File: src/hdl/serial_clk_cfg.svh
// constants for the serial port bit clock generator
`ifndef SERIAL_CLK_CFG_SVH
`define SERIAL_CLK_CFG_SVH
// register offsets (byte addresses, one aligned word each)
`define CTRL_OFS    12'h000
`define STAT_OFS    12'h004
// control register reset value, writable mask and used width
`define CTRL_RST    32'h0000_0000
`define CTRL_MASK   32'h003F_FFFF
`define CTRL_W      22
// processor clocks per internal generator input clock period
`define INT_CLK_DIV 6
// generator input clock selection codes {pin select, mode select}
`define SEL_EXT     2'h0
`define SEL_INT     2'h1
`define SEL_RXC     2'h2
// bit of the clock stop field that marks the stop modes 2h and 3h
`define STOP_BIT    1
// synchronised pin vector layout
`define NPIN        6
`define P_EXT       0
`define P_RXC       1
`define P_TXC       2
`define P_RXF       3
`define P_TXF       4
`define P_RXD       5
`endif

File: src/hdl/serial_clk_pkg.sv
// types for the serial port bit clock generator
package serial_clk_pkg;
  // control register layout, lsb last
  typedef struct packed {
    logic       gen_run;                   // 21: generator out of reset
    logic       receive_frame_mode;        // 20
    logic       transmit_frame_gen_select; // 19
    logic       transmit_frame_mode;       // 18
    logic       transmit_clock_mode;       // 17
    logic       receive_clock_polarity;    // 16
    logic       receive_clock_mode;        // 15
    logic [1:0] clock_stop_field;          // 14:13
    logic       loopback_enable;           // 12
    logic       frame_resync_enable;       // 11
    logic       ext_clock_edge_select;     // 10
    logic       input_clock_pin_select;    // 9
    logic       input_clock_mode_select;   // 8
    logic [7:0] bit_clock_divide_field;    // 7:0
  } ctrl_t;
  // registered pin drive and internal clock/frame/data routing
  typedef struct packed {
    logic rxc_o;   // receive clock pin level
    logic rxc_oe;  // receive clock pin enable
    logic txc_o;   // transmit clock pin level
    logic txc_oe;  // transmit clock pin enable
    logic rxf_o;   // receive frame pin level
    logic rxf_oe;  // receive frame pin enable
    logic txf_o;   // transmit frame pin level
    logic txf_oe;  // transmit frame pin enable
    logic txd_o;   // transmit data pin level
    logic irc;     // internal receive clock
    logic itc;     // internal transmit clock
    logic rxf_int; // internal receive frame
    logic rxd_int; // internal receive data
  } pins_t;
endpackage

File: src/hdl/serial_clk_gen.sv
// serial port bit clock generator with loopback and receive clock routing
`include "serial_clk_cfg.svh"
// Contract
// - two select bits choose generator input clock
// - bit clock is input divided by field+1
// - preloaded divider counter makes the bit clock
// - odd divide gives 50% duty, zero follows input duty
// - even divide 2p: high p+1, low p
// - edge select picks external clock edge
// - without resync the divider runs freely
// - frame edge restarts divider, makes frame pulse
// - bit clock restarts high after resync
// - frame sampled on the generating clock edge
// - resync ignores frame period input
// - transmitter follows generator clock and frame
// - no loopback during clock stop modes
// - loopback routes transmit signals to receive
// - loopback forces transmit clock/frame outputs
// - receive clock input, polarity inverted
// - bit clock drives receiver and pin
// - loopback mode0: receive pin high impedance
// - loopback mode1: pin outputs transmit clock
// - internal input is processor clock over six
module serial_clk_gen #(
  parameter int INT_DIV = `INT_CLK_DIV  // processor clocks per internal input period
) (
  // clock and reset
  input  wire logic        I_CLK,
  input  wire logic        I_RST_N,
  // apb slave
  input  wire logic        I_PSEL,
  input  wire logic        I_PENABLE,
  input  wire logic        I_PWRITE,
  input  wire logic [11:0] I_PADDR,
  input  wire logic [31:0] I_PWDATA,
  input  wire logic [3:0]  I_PSTRB,
  output logic             O_PREADY,
  output logic [31:0]      O_PRDATA,
  output logic             O_PSLVERR,
  // serial pins
  input  wire logic        I_DEDICATED_EXT_CLOCK_PIN,
  input  wire logic        I_RECEIVE_CLOCK_PIN,
  output logic             O_RECEIVE_CLOCK_PIN,
  output logic             O_RECEIVE_CLOCK_PIN_OE,
  input  wire logic        I_TRANSMIT_CLOCK_PIN,
  output logic             O_TRANSMIT_CLOCK_PIN,
  output logic             O_TRANSMIT_CLOCK_PIN_OE,
  input  wire logic        I_RECEIVE_FRAME_PIN,
  output logic             O_RECEIVE_FRAME_PIN,
  output logic             O_RECEIVE_FRAME_PIN_OE,
  input  wire logic        I_TRANSMIT_FRAME_PIN,
  output logic             O_TRANSMIT_FRAME_PIN,
  output logic             O_TRANSMIT_FRAME_PIN_OE,
  input  wire logic        I_RECEIVE_DATA_PIN,
  output logic             O_TRANSMIT_DATA_PIN,
  // transmitter and frame counter side
  input  wire logic        I_TX_DATA,
  input  wire logic        I_TX_FRAME,
  input  wire logic        I_FRAME_REQ,
  // generator and receiver side
  output logic             O_GENERATED_BIT_CLOCK,
  output logic             O_GENERATED_FRAME_PULSE,
  output logic             O_INTERNAL_RECEIVE_CLOCK,
  output logic             O_INTERNAL_TRANSMIT_CLOCK,
  output logic             O_RX_FRAME,
  output logic             O_RX_DATA
);

  // refuse an internal divider that cannot make two phases
  if (INT_DIV < 2) begin : g_bad_div
    $error("INT_DIV must be at least 2");
  end

  localparam int IW = $clog2(INT_DIV);  // internal divider width

  // control register and its field view
  logic [31:0]           ctrl_word;        // software control word
  serial_clk_pkg::ctrl_t cfg;              // field view of the word
  logic [31:0]           next_ctrl;        // control word after a write
  logic [31:0]           wr_merge;         // write data merged by lanes
  logic [31:0]           stat_word;        // status read value
  logic [31:0]           next_prdata;      // read data for the access phase

  assign cfg = serial_clk_pkg::ctrl_t'(ctrl_word[`CTRL_W-1:0]);

  // apb decode: a setup cycle arms ready for the following access cycle
  wire setup    = I_PSEL & ~I_PENABLE;
  wire access   = I_PSEL & I_PENABLE & O_PREADY;
  wire hit_ctrl = I_PADDR == `CTRL_OFS;
  wire hit_stat = I_PADDR == `STAT_OFS;
  // status is read only, so a write to it is refused like a miss
  wire bad_addr = ~(hit_ctrl | (hit_stat & ~I_PWRITE));
  wire wr_ctrl  = access & I_PWRITE & hit_ctrl;

  // byte lane merge, lanes without a strobe keep their old value
  always_comb begin
    wr_merge = ctrl_word;
    for (int b = 0; b < 4; b++) begin
      if (I_PSTRB[b]) begin
        wr_merge[8*b +: 8] = I_PWDATA[8*b +: 8];
      end
    end
  end

  assign next_ctrl   = wr_ctrl ? (wr_merge & `CTRL_MASK) : ctrl_word;
  assign next_prdata = (setup & ~I_PWRITE & hit_ctrl) ? ctrl_word :
                       (setup & ~I_PWRITE & hit_stat) ? stat_word : O_PRDATA;

  // bus slave registers
  always_ff @(posedge I_CLK or negedge I_RST_N) begin
    if (!I_RST_N) begin
      ctrl_word <= `CTRL_RST;
      O_PREADY  <= 1'b0;
      O_PSLVERR <= 1'b0;
      O_PRDATA  <= 32'h0000_0000;
    end else begin
      ctrl_word <= next_ctrl;
      O_PREADY  <= setup;
      O_PSLVERR <= setup & bad_addr;
      O_PRDATA  <= next_prdata;
    end
  end

  // pin synchronisers: stage one feeds only stage two
  logic [`NPIN-1:0] pin_meta;  // first stage, may be metastable
  logic [`NPIN-1:0] pin_s;     // second stage, safe to use
  wire  [`NPIN-1:0] pin_raw = {I_RECEIVE_DATA_PIN, I_TRANSMIT_FRAME_PIN, I_RECEIVE_FRAME_PIN,
                               I_TRANSMIT_CLOCK_PIN, I_RECEIVE_CLOCK_PIN, I_DEDICATED_EXT_CLOCK_PIN};

  always_ff @(posedge I_CLK or negedge I_RST_N) begin
    if (!I_RST_N) begin
      pin_meta <= '0;
      pin_s    <= '0;
    end else begin
      pin_meta <= pin_raw;
      pin_s    <= pin_meta;
    end
  end

  // internal input clock: the processor clock divided down, half high
  logic [IW-1:0] int_cnt;  // internal divider phase
  wire  [IW-1:0] next_int = (int_cnt == IW'(INT_DIV - 1)) ? '0 : int_cnt + 1'b1;
  wire           int_lvl  = int_cnt < IW'(INT_DIV / 2);

  always_ff @(posedge I_CLK or negedge I_RST_N) begin
    if (!I_RST_N) begin
      int_cnt <= '0;
    end else begin
      int_cnt <= next_int;
    end
  end

  // input clock selection; the edge select inverts only the dedicated pin
  wire [1:0] src_sel = {cfg.input_clock_pin_select, cfg.input_clock_mode_select};
  wire       ext_lvl = pin_s[`P_EXT] ^ cfg.ext_clock_edge_select;
  wire       src     = (src_sel == `SEL_EXT) ? ext_lvl :
                       (src_sel == `SEL_INT) ? int_lvl :
                       (src_sel == `SEL_RXC) ? pin_s[`P_RXC] : pin_s[`P_TXC];

  // edges of the selected input; a source switch may give one stray edge
  logic src_prev;  // selected input one cycle ago
  wire  tick = src & ~src_prev;  // active edge of the input clock
  wire  fall = ~src & src_prev;  // opposite edge, used only for divide by one

  always_ff @(posedge I_CLK or negedge I_RST_N) begin
    if (!I_RST_N) begin
      src_prev <= 1'b0;
    end else begin
      src_prev <= src;
    end
  end

  // divider state
  logic [7:0] cnt;        // down counter through one bit clock period
  logic       bclk;       // generated bit clock
  logic       fp;         // generated frame pulse
  logic       fs_prev;    // receive frame level at the previous tick
  logic       pend;       // frame request waiting for a period start
  logic [7:0] next_cnt;
  logic       next_bclk;
  logic       next_fp;
  logic       next_fs_prev;
  logic       next_pend;

  wire [7:0] div    = cfg.bit_clock_divide_field;
  wire [7:0] dec    = cnt - 8'h01;
  // high while the count is at or above half the period, rounded down
  wire [8:0] thr9   = ({1'b0, div} + 9'h001) >> 1;
  wire [7:0] thr    = thr9[7:0];
  wire       resync = cfg.frame_resync_enable;
  // frame edge seen only at the tick that also makes the bit clock
  wire       resync_hit = resync & tick & pin_s[`P_RXF] & ~fs_prev;
  // with resync the external frame sets the period, requests are dropped
  wire       req    = I_FRAME_REQ & ~resync;

  // divider next state
  always_comb begin
    next_cnt     = cnt;
    next_bclk    = bclk;
    next_fp      = fp;
    next_fs_prev = fs_prev;
    next_pend    = pend | req;
    if (!cfg.gen_run) begin
      // held in reset: everything low and cleared
      next_cnt     = 8'h00;
      next_bclk    = 1'b0;
      next_fp      = 1'b0;
      next_fs_prev = 1'b0;
      next_pend    = 1'b0;
    end else begin
      if (tick) begin
        next_fs_prev = pin_s[`P_RXF];
      end
      if (resync_hit) begin
        // restart the period, high first, and emit a frame pulse
        next_cnt  = div;
        next_bclk = 1'b1;
        next_fp   = 1'b1;
      end else if (tick && cnt == 8'h00) begin
        // terminal count: preload from the field, new period starts high
        next_cnt  = div;
        next_bclk = 1'b1;
        next_fp   = pend;
        next_pend = req;   // a request in this cycle still counts
      end else if (tick) begin
        // free running count down, no realignment when resync is off
        next_cnt  = dec;
        next_bclk = dec >= thr;
      end else if (fall && div == 8'h00) begin
        // divide by one follows the input, its own duty cycle kept
        next_bclk = 1'b0;
      end
    end
  end

  // divider registers
  always_ff @(posedge I_CLK or negedge I_RST_N) begin
    if (!I_RST_N) begin
      cnt     <= 8'h00;
      bclk    <= 1'b0;
      fp      <= 1'b0;
      fs_prev <= 1'b0;
      pend    <= 1'b0;
    end else begin
      cnt     <= next_cnt;
      bclk    <= next_bclk;
      fp      <= next_fp;
      fs_prev <= next_fs_prev;
      pend    <= next_pend;
    end
  end

  // loopback is blocked in the clock stop modes
  wire loop_blocked = cfg.loopback_enable & cfg.clock_stop_field[`STOP_BIT];
  wire loop         = cfg.loopback_enable & ~cfg.clock_stop_field[`STOP_BIT];
  // loopback forces transmit clock and frame to be driven
  wire tcm          = cfg.transmit_clock_mode | loop;
  wire tfm          = cfg.transmit_frame_mode | loop;
  wire rcm          = cfg.receive_clock_mode;
  wire rcp          = cfg.receive_clock_polarity;

  // transmit side: generator clock and, if chosen, generator frame
  wire itc = tcm ? bclk : pin_s[`P_TXC];
  wire itf = tfm ? (cfg.transmit_frame_gen_select ? fp : I_TX_FRAME) :
                   pin_s[`P_TXF];
  // receive clock source: transmit clock, bit clock or the pin
  wire irc = loop ? itc :
             rcm  ? bclk :
                    pin_s[`P_RXC] ^ rcp;
  // receive clock pin drive, inverted by polarity
  wire rxc_o = (loop ? itc : bclk) ^ rcp;
  // receive frame pin is an input while resync uses it
  wire rxf_oe = cfg.receive_frame_mode & ~resync;
  wire rxf_i  = loop ? itf :
                cfg.receive_frame_mode ? fp : pin_s[`P_RXF];

  serial_clk_pkg::pins_t pins;       // registered pin and routing state
  serial_clk_pkg::pins_t next_pins;  // routing before its register

  // pin drive and routing, gathered for one register
  always_comb begin
    next_pins.rxc_o   = rxc_o;
    next_pins.rxc_oe  = rcm;
    next_pins.txc_o   = bclk;
    next_pins.txc_oe  = tcm;
    next_pins.txf_o   = itf;
    next_pins.txf_oe  = tfm;
    next_pins.rxf_o   = loop ? itf : fp;
    next_pins.rxf_oe  = rxf_oe;
    next_pins.txd_o   = I_TX_DATA;
    next_pins.irc     = irc;
    next_pins.itc     = itc;
    next_pins.rxf_int = rxf_i;
    next_pins.rxd_int = loop ? I_TX_DATA : pin_s[`P_RXD];
  end

  // routing register, every pin output comes from here
  always_ff @(posedge I_CLK or negedge I_RST_N) begin
    if (!I_RST_N) begin
      pins <= '0;
    end else begin
      pins <= next_pins;
    end
  end

  // status: count, clock, pulse and loopback state
  assign stat_word = {20'h00000, loop_blocked, loop, fp, bclk, cnt};

  // outputs straight from flops
  assign O_GENERATED_BIT_CLOCK     = bclk;
  assign O_GENERATED_FRAME_PULSE   = fp;
  assign O_RECEIVE_CLOCK_PIN       = pins.rxc_o;
  assign O_RECEIVE_CLOCK_PIN_OE    = pins.rxc_oe;
  assign O_TRANSMIT_CLOCK_PIN      = pins.txc_o;
  assign O_TRANSMIT_CLOCK_PIN_OE   = pins.txc_oe;
  assign O_RECEIVE_FRAME_PIN       = pins.rxf_o;
  assign O_RECEIVE_FRAME_PIN_OE    = pins.rxf_oe;
  assign O_TRANSMIT_FRAME_PIN      = pins.txf_o;
  assign O_TRANSMIT_FRAME_PIN_OE   = pins.txf_oe;
  assign O_TRANSMIT_DATA_PIN       = pins.txd_o;
  assign O_INTERNAL_RECEIVE_CLOCK  = pins.irc;
  assign O_INTERNAL_TRANSMIT_CLOCK = pins.itc;
  assign O_RX_FRAME                = pins.rxf_int;
  assign O_RX_DATA                 = pins.rxd_int;
endmodule

File: config.mk
export PLATFORM = sky130hd
export DESIGN_NAME = serial_clk_gen
export DESIGN_NICKNAME = d
export VERILOG_FILES = /design/src/hdl/serial_clk_pkg.sv /design/src/hdl/serial_clk_gen.sv
export VERILOG_INCLUDE_DIRS = /design/src /design/src/hdl
export SDC_FILE = /design/constraint.sdc
export NUM_CORES = 1
export LEC_CHECK = 0
export BUFFER_PORTS_ARGS = -buffer_cell sky130_fd_sc_hd__buf_2
export CAP_MARGIN = 10
export CELL_PAD_IN_SITES_DETAIL_PLACEMENT = 1
export CELL_PAD_IN_SITES_GLOBAL_PLACEMENT = 1
export CORE_MARGIN = 2
export CORE_UTILIZATION = 43
export CTS_CLUSTER_DIAMETER = 100
export DETAILED_ROUTE_END_ITERATION = 12
export MAX_ROUTING_LAYER = met4
export PLACE_DENSITY = 0.91
export SLEW_MARGIN = 30
export SYNTH_ARGS = -nofsm -noshare
export SYNTH_HDL_FRONTEND = slang
export SYNTH_SLANG_ARGS = --single-unit
File: constraint.sdc
create_clock -name I_CLK -period 3.7 [get_ports I_CLK]
set_clock_uncertainty 0.1 [all_clocks]
set_input_delay 0.37 -clock I_CLK [delete_from_list [all_inputs] [get_ports I_CLK]]
set_output_delay 0.37 -clock I_CLK [all_outputs]
set_load 0.005 [all_outputs]
==> reports/qor_table.md, run 1 <==
| Quantity | Reported | Unit |
|:---|:---|:---|
| Path type of the worst setup path | reg -> reg | - |
| Layout Area Growth over Synthesis | 19.4 | % |
| Post-synthesis area per instance | 10.9 | µm² |
| Number of placed I/O pins | 111 | - |
| Wire length of the first global-routing pass | 17.2 | mm |
| Endpoint of the worst setup timing path | O_GENERATED_BIT_CLOCK | - |
| Port buffer count | 89 | - |
| Global placer's final weighted congestion | 0.880 | - |
| GR Util All Layers | 23.3 | % |
| Vias in the first global route | 3282 | - |
| Num Clock Sinks | 87 | - |
| Final hold violation count | 0 | - |
| Synth area leader | dfrtp_1 | - |
| Worst setup slack after placement | 0.952 | ns |
| Net switching component of the power | 0.429 | mW |
| R2r setup slk | 0.80 | ns |
| Diodes inserted | 0 | - |
| Number of cell instances on the worst register-to-register path | 8 | - |
| Setup repair after global routing missed its margin | no | - |
| First-pass detailed-route iteration total | 4 | - |
| Startpoint class of the critical path | flip-flop | - |
| Post-CTS clock slew at the launch and capture registers of the worst setup and hold paths | 0.09 | ns |
| Fillers | 1043 | - |
| Crit path max fanout | 7 | - |
| Net count, final | 534 | - |
| Antenna violations before repair | 0 | - |
| Global route total overflow | 0 | - |
| Capturing element type of the critical path | flip-flop | - |
| Pin slew with the least headroom to its limit | 0.808 | ns |
| Worst EP required | 3.88 | ns |
| Crit. Startpoint | cnt[2] | - |
| Width of the die | 100 | µm |
| Setup Total Neg Slack | 0 | ns |
| Post-route DRC violation count | 0 | - |
| Pin count of the biggest net entering global routing | 88 | - |
| Number of storage elements in the synthesis netlist | 87 | - |
| Max rail drop VDD | 0.196 | mV |
| Detailed placer's ending HPWL | 7.68 | mm |
| MaxCap Viol Count | 0 | - |
| Startpoint of the worst-slack reg-to-reg timing path | cnt[2] | - |
| Crit path arrival time | 3.08 | ns |
| CTS Buf Count | 9 | - |
| Detailed router's first-iteration violation count | 149 | - |
| Initial standard-cell utilization of the core | 43.7 | % |
| H-tree level count | 3 | - |
| Residual antenna-violating net count after detailed routing | 0 | - |
| Post-CTS setup buffer count | 0 | - |
| Gate count after technology mapping | 367 | - |
| Main area contributors after synthesis | dfrtp_1, mux2_2, nand2_1, ha_1, mux2i_1 | - |
| Post-route minimum period | 2.90 | ns |
| Synthesized area | 4000 | µm² |
| Share of total power consumed by net switching | 25.3 | % |
| FF-to-FF End | O_GENERATED_BIT_CLOCK | - |
| Cell chosen for the clock root | clkbuf_8 | - |
| Placeable Area | 9150 | µm² |
| Clock latency at the later pin of the worst-skew pair | 0.37 | ns |
| CTS tree | done | - |
| Total leakage power | 2.45 | nW |
| Cells resized by post-CTS repair | 0 | - |
| Sequential cell fraction of total power | 57.0 | % |
| Layout cells sized above 1 | 31.0 | % |
| Combinational Power Share | 4.8 | % |
| HP Class | in -> reg | - |
| Vert. Die Dim | 100 | µm |
| Sum of routed wire length over all layers | 11.0 | mm |
| Full die area | 10100 | µm² |
| Worst Setup Slack, final | 0.799 | ns |
| Site Rows | 35 | - |
| Outcome | finished, final reports clean | - |
| Share of power burned in the clock network | 38.2 | % |
| Final period util | 78.4 | % |
| Max Clock Freq | 0.345 | GHz |
| Via count | 3134 | - |
| Warning count from the yosys run | 0 | - |
| Routed wire per std cell | 19.2 | µm |
| Total power divided by cell area | 355 | nW/µm² |
| Endpoints failing setup | 0 | - |
| Fraction of synthesized cell area taken by the top area cell type | 54.4 | % |
| Int Pwr | 1.27 | mW |
| Netlist cell types | 42 | - |
| Maximum clock insertion buffer count | 2 | - |
| Worst slew margin | 46.2 | % |
| Mean number of vias per cell | 5.44 | - |
| Number of pins exceeding their max-slew limit in the final report | 0 | - |
| Post-synthesis sequential area ratio | 54.4 | % |
==> per-layer routing <==
| layer | GRT usage, % | part of all wire [%] | vias to the layer above | wire length, µm |
|---|---|---|---|---|
| li1 | - | - | 1431 | - |
| met1 | 27.9 | 41 | 1581 | 4560 |
| met2 | 39.2 | 52 | 99 | 5740 |
| met3 | 3.74 | 4.1 | 23 | 453 |
| met4 | 9.59 | 2.6 | 0 | 288 |
| met5 | - | 0 | - | 0 |
==> timing repair <==
item | 4_1_cts | 5_1_grt
hold endpoints to repair | 58 | 0
hold buffers | 7 | 0
setup endpoints to repair | 0 | 0
==> power by group through the flow <==
stage | sequential [mW] | combinational [mW] | clock, mW
2_1_floorplan | 0.984 | 0.0251 | 0
3_3_place_gp | 0.984 | 0.0725 | 0
3_5_place_dp | 0.985 | 0.0760 | 0
4_1_cts | 0.967 | 0.0829 | 0.659
5_1_grt | 0.968 | 0.0912 | 0.698
6_report | 0.967 | 0.0818 | 0.648
==> cell usage after synthesis (all sizes together) <==
| library cell | number |
|---|---|
| a211oi | 1 |
| mux2i | 13 |
| clkbuf | 12 |
| a41oi | 1 |
| nand2b | 3 |
| nor2 | 13 |
| o21a | 1 |
| a21oi | 9 |
| inv | 13 |
| xnor2 | 6 |
| nor2b | 3 |
| nor4b | 1 |
| o311ai | 1 |
| or2 | 3 |
| and3 | 3 |
| nor4 | 6 |
| nand3b | 1 |
| o21ai | 20 |
| nand3 | 23 |
| buf | 13 |
| o22ai | 2 |
| nand2 | 56 |
| a2111oi | 1 |
| mux2 | 27 |
| a31oi | 1 |
| nor3b | 1 |
| xor2 | 9 |
| dfrtp | 87 |
| conb | 1 |
| nand4 | 5 |
| a21boi | 3 |
| nor3 | 5 |
| and3b | 2 |
| ha | 12 |
| nor4bb | 1 |
| or4 | 2 |
| o211ai | 5 |
| a221o | 1 |
==> worst max-delay path, stage by stage, from the launching register on <==
cell and delay, ns:
dfrtp_1 0.47, nor4_1 0.72, nand2_1 0.16, xnor2_1 0.36
ha_1 0.20, nand2_1 0.06, a2111oi_0 0.47, nor3_1 0.09
o22ai_1 0.19
==> registers in the layout, summed over array words and instances (netlist names), 3 cells and up <==
register,flops
pin_meta,6
cnt,8
int_cnt,3
pin_s,6
ctrl_word,22
O_PRDATA,22
==> cell families after synthesis <==
| kind of cell | share of synthesized area, % |
|---|---|
| other | 0.0937 |
| muxes | 10.8 |
| adders and majority gates | 3.75 |
| DFF | 54.4 |
| buffers and inverters | 4.59 |
| xor gates and xnor gates | 3.28 |
| AOI/OAI and AO/OA | 6.88 |
| and+or+nand+nor | 16.2 |
==> layout by cell type (no fill, tap or decap), types with 2 or more instances in the layout <==
| master | instances |
|---|---|
| buf_2 | 88 |
| dfrtp_1 | 87 |
| nand2_1 | 54 |
| mux2_2 | 27 |
| nand3_1 | 23 |
| o21ai_0 | 20 |
| inv_1 | 13 |
| nor2_1 | 13 |
| mux2i_1 | 13 |
| ha_1 | 12 |
| conb_1 | 10 |
| clkbuf_8 | 10 |
| xor2_1 | 9 |
| a21oi_1 | 9 |
| dlygate4sd3_1 | 7 |
| xnor2_1 | 6 |
| nor3_1 | 5 |
| nand4_1 | 5 |
| o211ai_1 | 5 |
| nand2b_1 | 3 |
| nor2b_1 | 3 |
| or2_2 | 3 |
| and3_1 | 3 |
| a21boi_0 | 3 |
| inv_6 | 3 |
| nor4_1 | 2 |
| nor4_2 | 2 |
| and3b_1 | 2 |
| nor4_4 | 2 |
| nand2_2 | 2 |
| or4_1 | 2 |
| o22ai_1 | 2 |
| clkinvlp_4 | 2 |
| buf_4 | 2 |
==> metrics by stage <==
step | power (mW) | instance area (µm²) | utilization, % | hold slack [ns] | std cells
2_1_floorplan | 1.01 | 4040 | - | -0.0256 | 376
3_3_place_gp | 1.06 | 4510 | 49.3 | 0.232 | 553
3_5_place_dp | 1.06 | 4520 | 49.4 | 0.236 | 553
4_1_cts | 1.71 | 4770 | 52.2 | 0.0161 | 576
5_1_grt | 1.76 | 4780 | 52.2 | 0.00776 | 576
6_report | 1.70 | 4780 | 52.2 | 0.0336 | 576
==> worst min path at each step <==
stage          cells after the start   startpoint                     to
2_1_floorplan                      0      I_RST_N  O_GENERATED_BIT_CLOCK
3_3_place_gp                       0  pin_meta[5]               pin_s[5]
3_5_place_dp                       0  pin_meta[2]               pin_s[2]
4_1_cts                            1    I_TX_DATA    O_TRANSMIT_DATA_PIN
5_1_grt                            1    I_TX_DATA    O_TRANSMIT_DATA_PIN
6_report                           1    I_TX_DATA    O_TRANSMIT_DATA_PIN
==> cell type report <==
class | count | area (µm²) | share of cell area, %
Clock buffer | 10 | 138 | 2.88
Clock inverter | 6 | 50.0 | 1.05
Inverter | 13 | 48.8 | 1.02
Multi-Input combinational cell | 251 | 1690 | 35.4
Sequential cell | 87 | 2180 | 45.5
Tap cell | 111 | 139 | 2.90
Timing Repair Buffer | 98 | 537 | 11.2
No activity file was read; power rests on OpenSTA's default activity.
==> run 2: changes to the inputs <==
--- a/config.mk
+++ b/config.mk
@@ -11,11 +11,11 @@
 export CELL_PAD_IN_SITES_DETAIL_PLACEMENT = 1
 export CELL_PAD_IN_SITES_GLOBAL_PLACEMENT = 1
 export CORE_MARGIN = 2
-export CORE_UTILIZATION = 43
+export CORE_UTILIZATION = 40
 export CTS_CLUSTER_DIAMETER = 100
 export DETAILED_ROUTE_END_ITERATION = 12
 export MAX_ROUTING_LAYER = met4
-export PLACE_DENSITY = 0.91
+export PLACE_DENSITY = 0.86
 export SLEW_MARGIN = 30
 export SYNTH_ARGS = -nofsm -noshare
 export SYNTH_HDL_FRONTEND = slang
==> constraint.sdc (replaced) <==
create_clock -name I_CLK -period 3.05 [get_ports I_CLK]
set_clock_uncertainty 0.1 [all_clocks]
set_input_delay 0.305 -clock I_CLK [delete_from_list [all_inputs] [get_ports I_CLK]]
set_output_delay 0.305 -clock I_CLK [all_outputs]
set_load 0.005 [all_outputs]
==> run 2 against run 1 <==
  * Total power grew 26%
  * Critical path depth is the same
  * Critical path type unchanged
  * Die area grew 7.2%
  * Wire length shrank 2.8%
  * Global-route usage shrank 2.2 points
  * Clock-buffer cell count is the same
==> reports/qor_table.md, run 2 (same netlist as run 1, synthesis figures left out) <==
| Quantity | Reported | Unit |
|:---|:---|:---|
| Site Rows | 36 | - |
| Number of pins exceeding their max-slew limit in the final report | 0 | - |
| Outcome | finished, final reports clean | - |
| Worst slew margin | 55.6 | % |
| Pin slew with the least headroom to its limit | 0.660 | ns |
| Startpoint of the worst-slack reg-to-reg timing path | cnt[2] | - |
| Initial standard-cell utilization of the core | 41.2 | % |
| Max Clock Freq | 0.374 | GHz |
| Global placer's final weighted congestion | 0.856 | - |
| CTS Buf Count | 9 | - |
| Clock latency at the later pin of the worst-skew pair | 0.37 | ns |
| HP Class | in -> reg | - |
| Post-route DRC violation count | 0 | - |
| Total power divided by cell area | 440 | nW/µm² |
| Final period util | 87.7 | % |
| Sum of routed wire length over all layers | 10.7 | mm |
| Endpoints failing setup | 0 | - |
| Sequential cell fraction of total power | 54.7 | % |
| Crit. Startpoint | cnt[2] | - |
| CTS tree | done | - |
| Share of power burned in the clock network | 40.5 | % |
| Detailed router's first-iteration violation count | 170 | - |
| Routed wire per std cell | 17.8 | µm |
| Net count, final | 538 | - |
| Area of the multi-input gates | 1690 | µm² |
| Post-route minimum period | 2.67 | ns |
| Placeable Area | 9730 | µm² |
| Layout Area Growth over Synthesis | 21.6 | % |
| Num Clock Sinks | 87 | - |
| Maximum clock insertion buffer count | 2 | - |
| MaxCap Viol Count | 0 | - |
| Capturing element type of the critical path | flip-flop | - |
| Max rail drop VDD | 0.209 | mV |
| Worst hold path startpoint | I_PWDATA[13] | - |
| Vias in the first global route | 3349 | - |
| Full die area | 10800 | µm² |
| Worst Setup Slack, final | 0.376 | ns |
| Most common library cell in the layout ignoring fill and taps | buf_2 | - |
| Port buffer count | 89 | - |
| Width of the die | 104 | µm |
| Crit path max fanout | 7 | - |
| Path type of the worst setup path | reg -> reg | - |
| Total area of sequential cells | 2180 | µm² |
| Top library cells by usage in the layout, fill and taps aside | buf_2, dfrtp_1, nand2_1 | - |
| Crit path arrival time | 2.85 | ns |
| Worst EP required | 3.23 | ns |
| Non-filler instance count after layout | 602 | - |
| Final hold violation count | 0 | - |
| Setup repair after global routing missed its margin | no | - |
| Top flop regs | O_PRDATA (22), ctrl_word (22), cnt (8) | - |
| Cell chosen for the clock root | clkbuf_8 | - |
| First-pass detailed-route iteration total | 4 | - |
| Global route total overflow | 0 | - |
| GR Util All Layers | 21.0 | % |
| Share of total power consumed by net switching | 24.2 | % |
| H-tree level count | 3 | - |
| Post-CTS clock slew at the launch and capture registers of the worst setup and hold paths | 0.10 | ns |
| Post-CTS setup buffer count | 0 | - |
| Pin count of the biggest net entering global routing | 88 | - |
| Net switching component of the power | 0.518 | mW |
| Total leakage power | 2.49 | nW |
| Antenna violations before repair | 0 | - |
| Wire length of the first global-routing pass | 17.6 | mm |
| Layout cells sized above 1 | 31.1 | % |
| Int Pwr | 1.63 | mW |
| Diodes inserted | 0 | - |
| Combinational Power Share | 4.8 | % |
| Via count | 3121 | - |
| Placed Cells | 578 | - |
| Setup Total Neg Slack | 0 | ns |
| Worst setup slack after placement | 0.455 | ns |
| Residual antenna-violating net count after detailed routing | 0 | - |
| Startpoint class of the critical path | flip-flop | - |
| Mean number of vias per cell | 5.18 | - |
| Number of placed I/O pins | 111 | - |
| Fillers | 1111 | - |
| Detailed placer's ending HPWL | 7.52 | mm |
| Vert. Die Dim | 104 | µm |
## run 2: critical path, stage by stage (launching register included)
cell and delay [ns]:
dfrtp_1 0.47, nor4_1 0.64, nand2_1 0.15, xnor2_1 0.19, ha_1 0.31, nand2_1 0.07, a2111oi_0 0.38, nor3_1 0.11
o22ai_1 0.17
## run 2: metrics by stage
step	cell area, µm²	utilization, %	power [mW]	hold WS, ns
2_1_floorplan	4040	-	1.22	-0.0906
3_3_place_gp	4580	47.0	1.29	0.232
3_5_place_dp	4580	47.0	1.29	0.236
4_1_cts	4870	50.0	2.15	0.0542
5_1_grt	4870	50.0	2.22	0.0514
6_report	4870	50.0	2.14	0.0653
## run 2: what timing repair did
action                                  CTS  global route
endpoints found under the setup margin    0             0
endpoints found under the hold margin    94             0
resized for setup                         0             0
hold buffers                              8             0
## run 2: power groups by stage
stage	clock network (mW)	logic [mW]	registers (mW)
after detailed placement	0	0.0968	1.19
after floorplan	0	0.0305	1.19
after CTS	0.877	0.105	1.17
final	0.867	0.104	1.17
after global placement	0	0.0943	1.19
after global routing	0.930	0.116	1.17
## run 2: worst paths after layout
check                                                end  slack [ns]  cells after the start
worst max register to register     O_GENERATED_BIT_CLOCK        0.38                      8
worst min-delay path                       ctrl_word[13]        0.07                      2
worst min register to register                  pin_s[2]        0.26                      0
max in group asynchronous                    O_PRDATA[6]        2.07                      3
worst max-delay path               O_GENERATED_BIT_CLOCK        0.38                      8
min in group asynchronous       O_INTERNAL_RECEIVE_CLOCK        0.39                      3
## run 2: per-layer routing
| metal | up-vias | routed length [µm] | global-route usage (%) |
|---|---|---|---|
| met5 | - | 0 | - |
| met3 | 19 | 570 | 4.32 |
| li1 | 1437 | - | - |
| met1 | 1570 | 4510 | 25.9 |
| met4 | 0 | 276 | 6.95 |
| met2 | 95 | 5370 | 34.8 |
## run 2: final cells by class
| class | instances | share of cell area, % |
|---|---|---|
| clock inverter | 6 | 1.52 |
| sequential | 87 | 44.7 |
| tap | 133 | 3.42 |
| inverter | 13 | 1.00 |
| multi-input combinational | 251 | 34.6 |
| timing repair buffer | 102 | 11.9 |
| clock buffer | 10 | 2.83 |
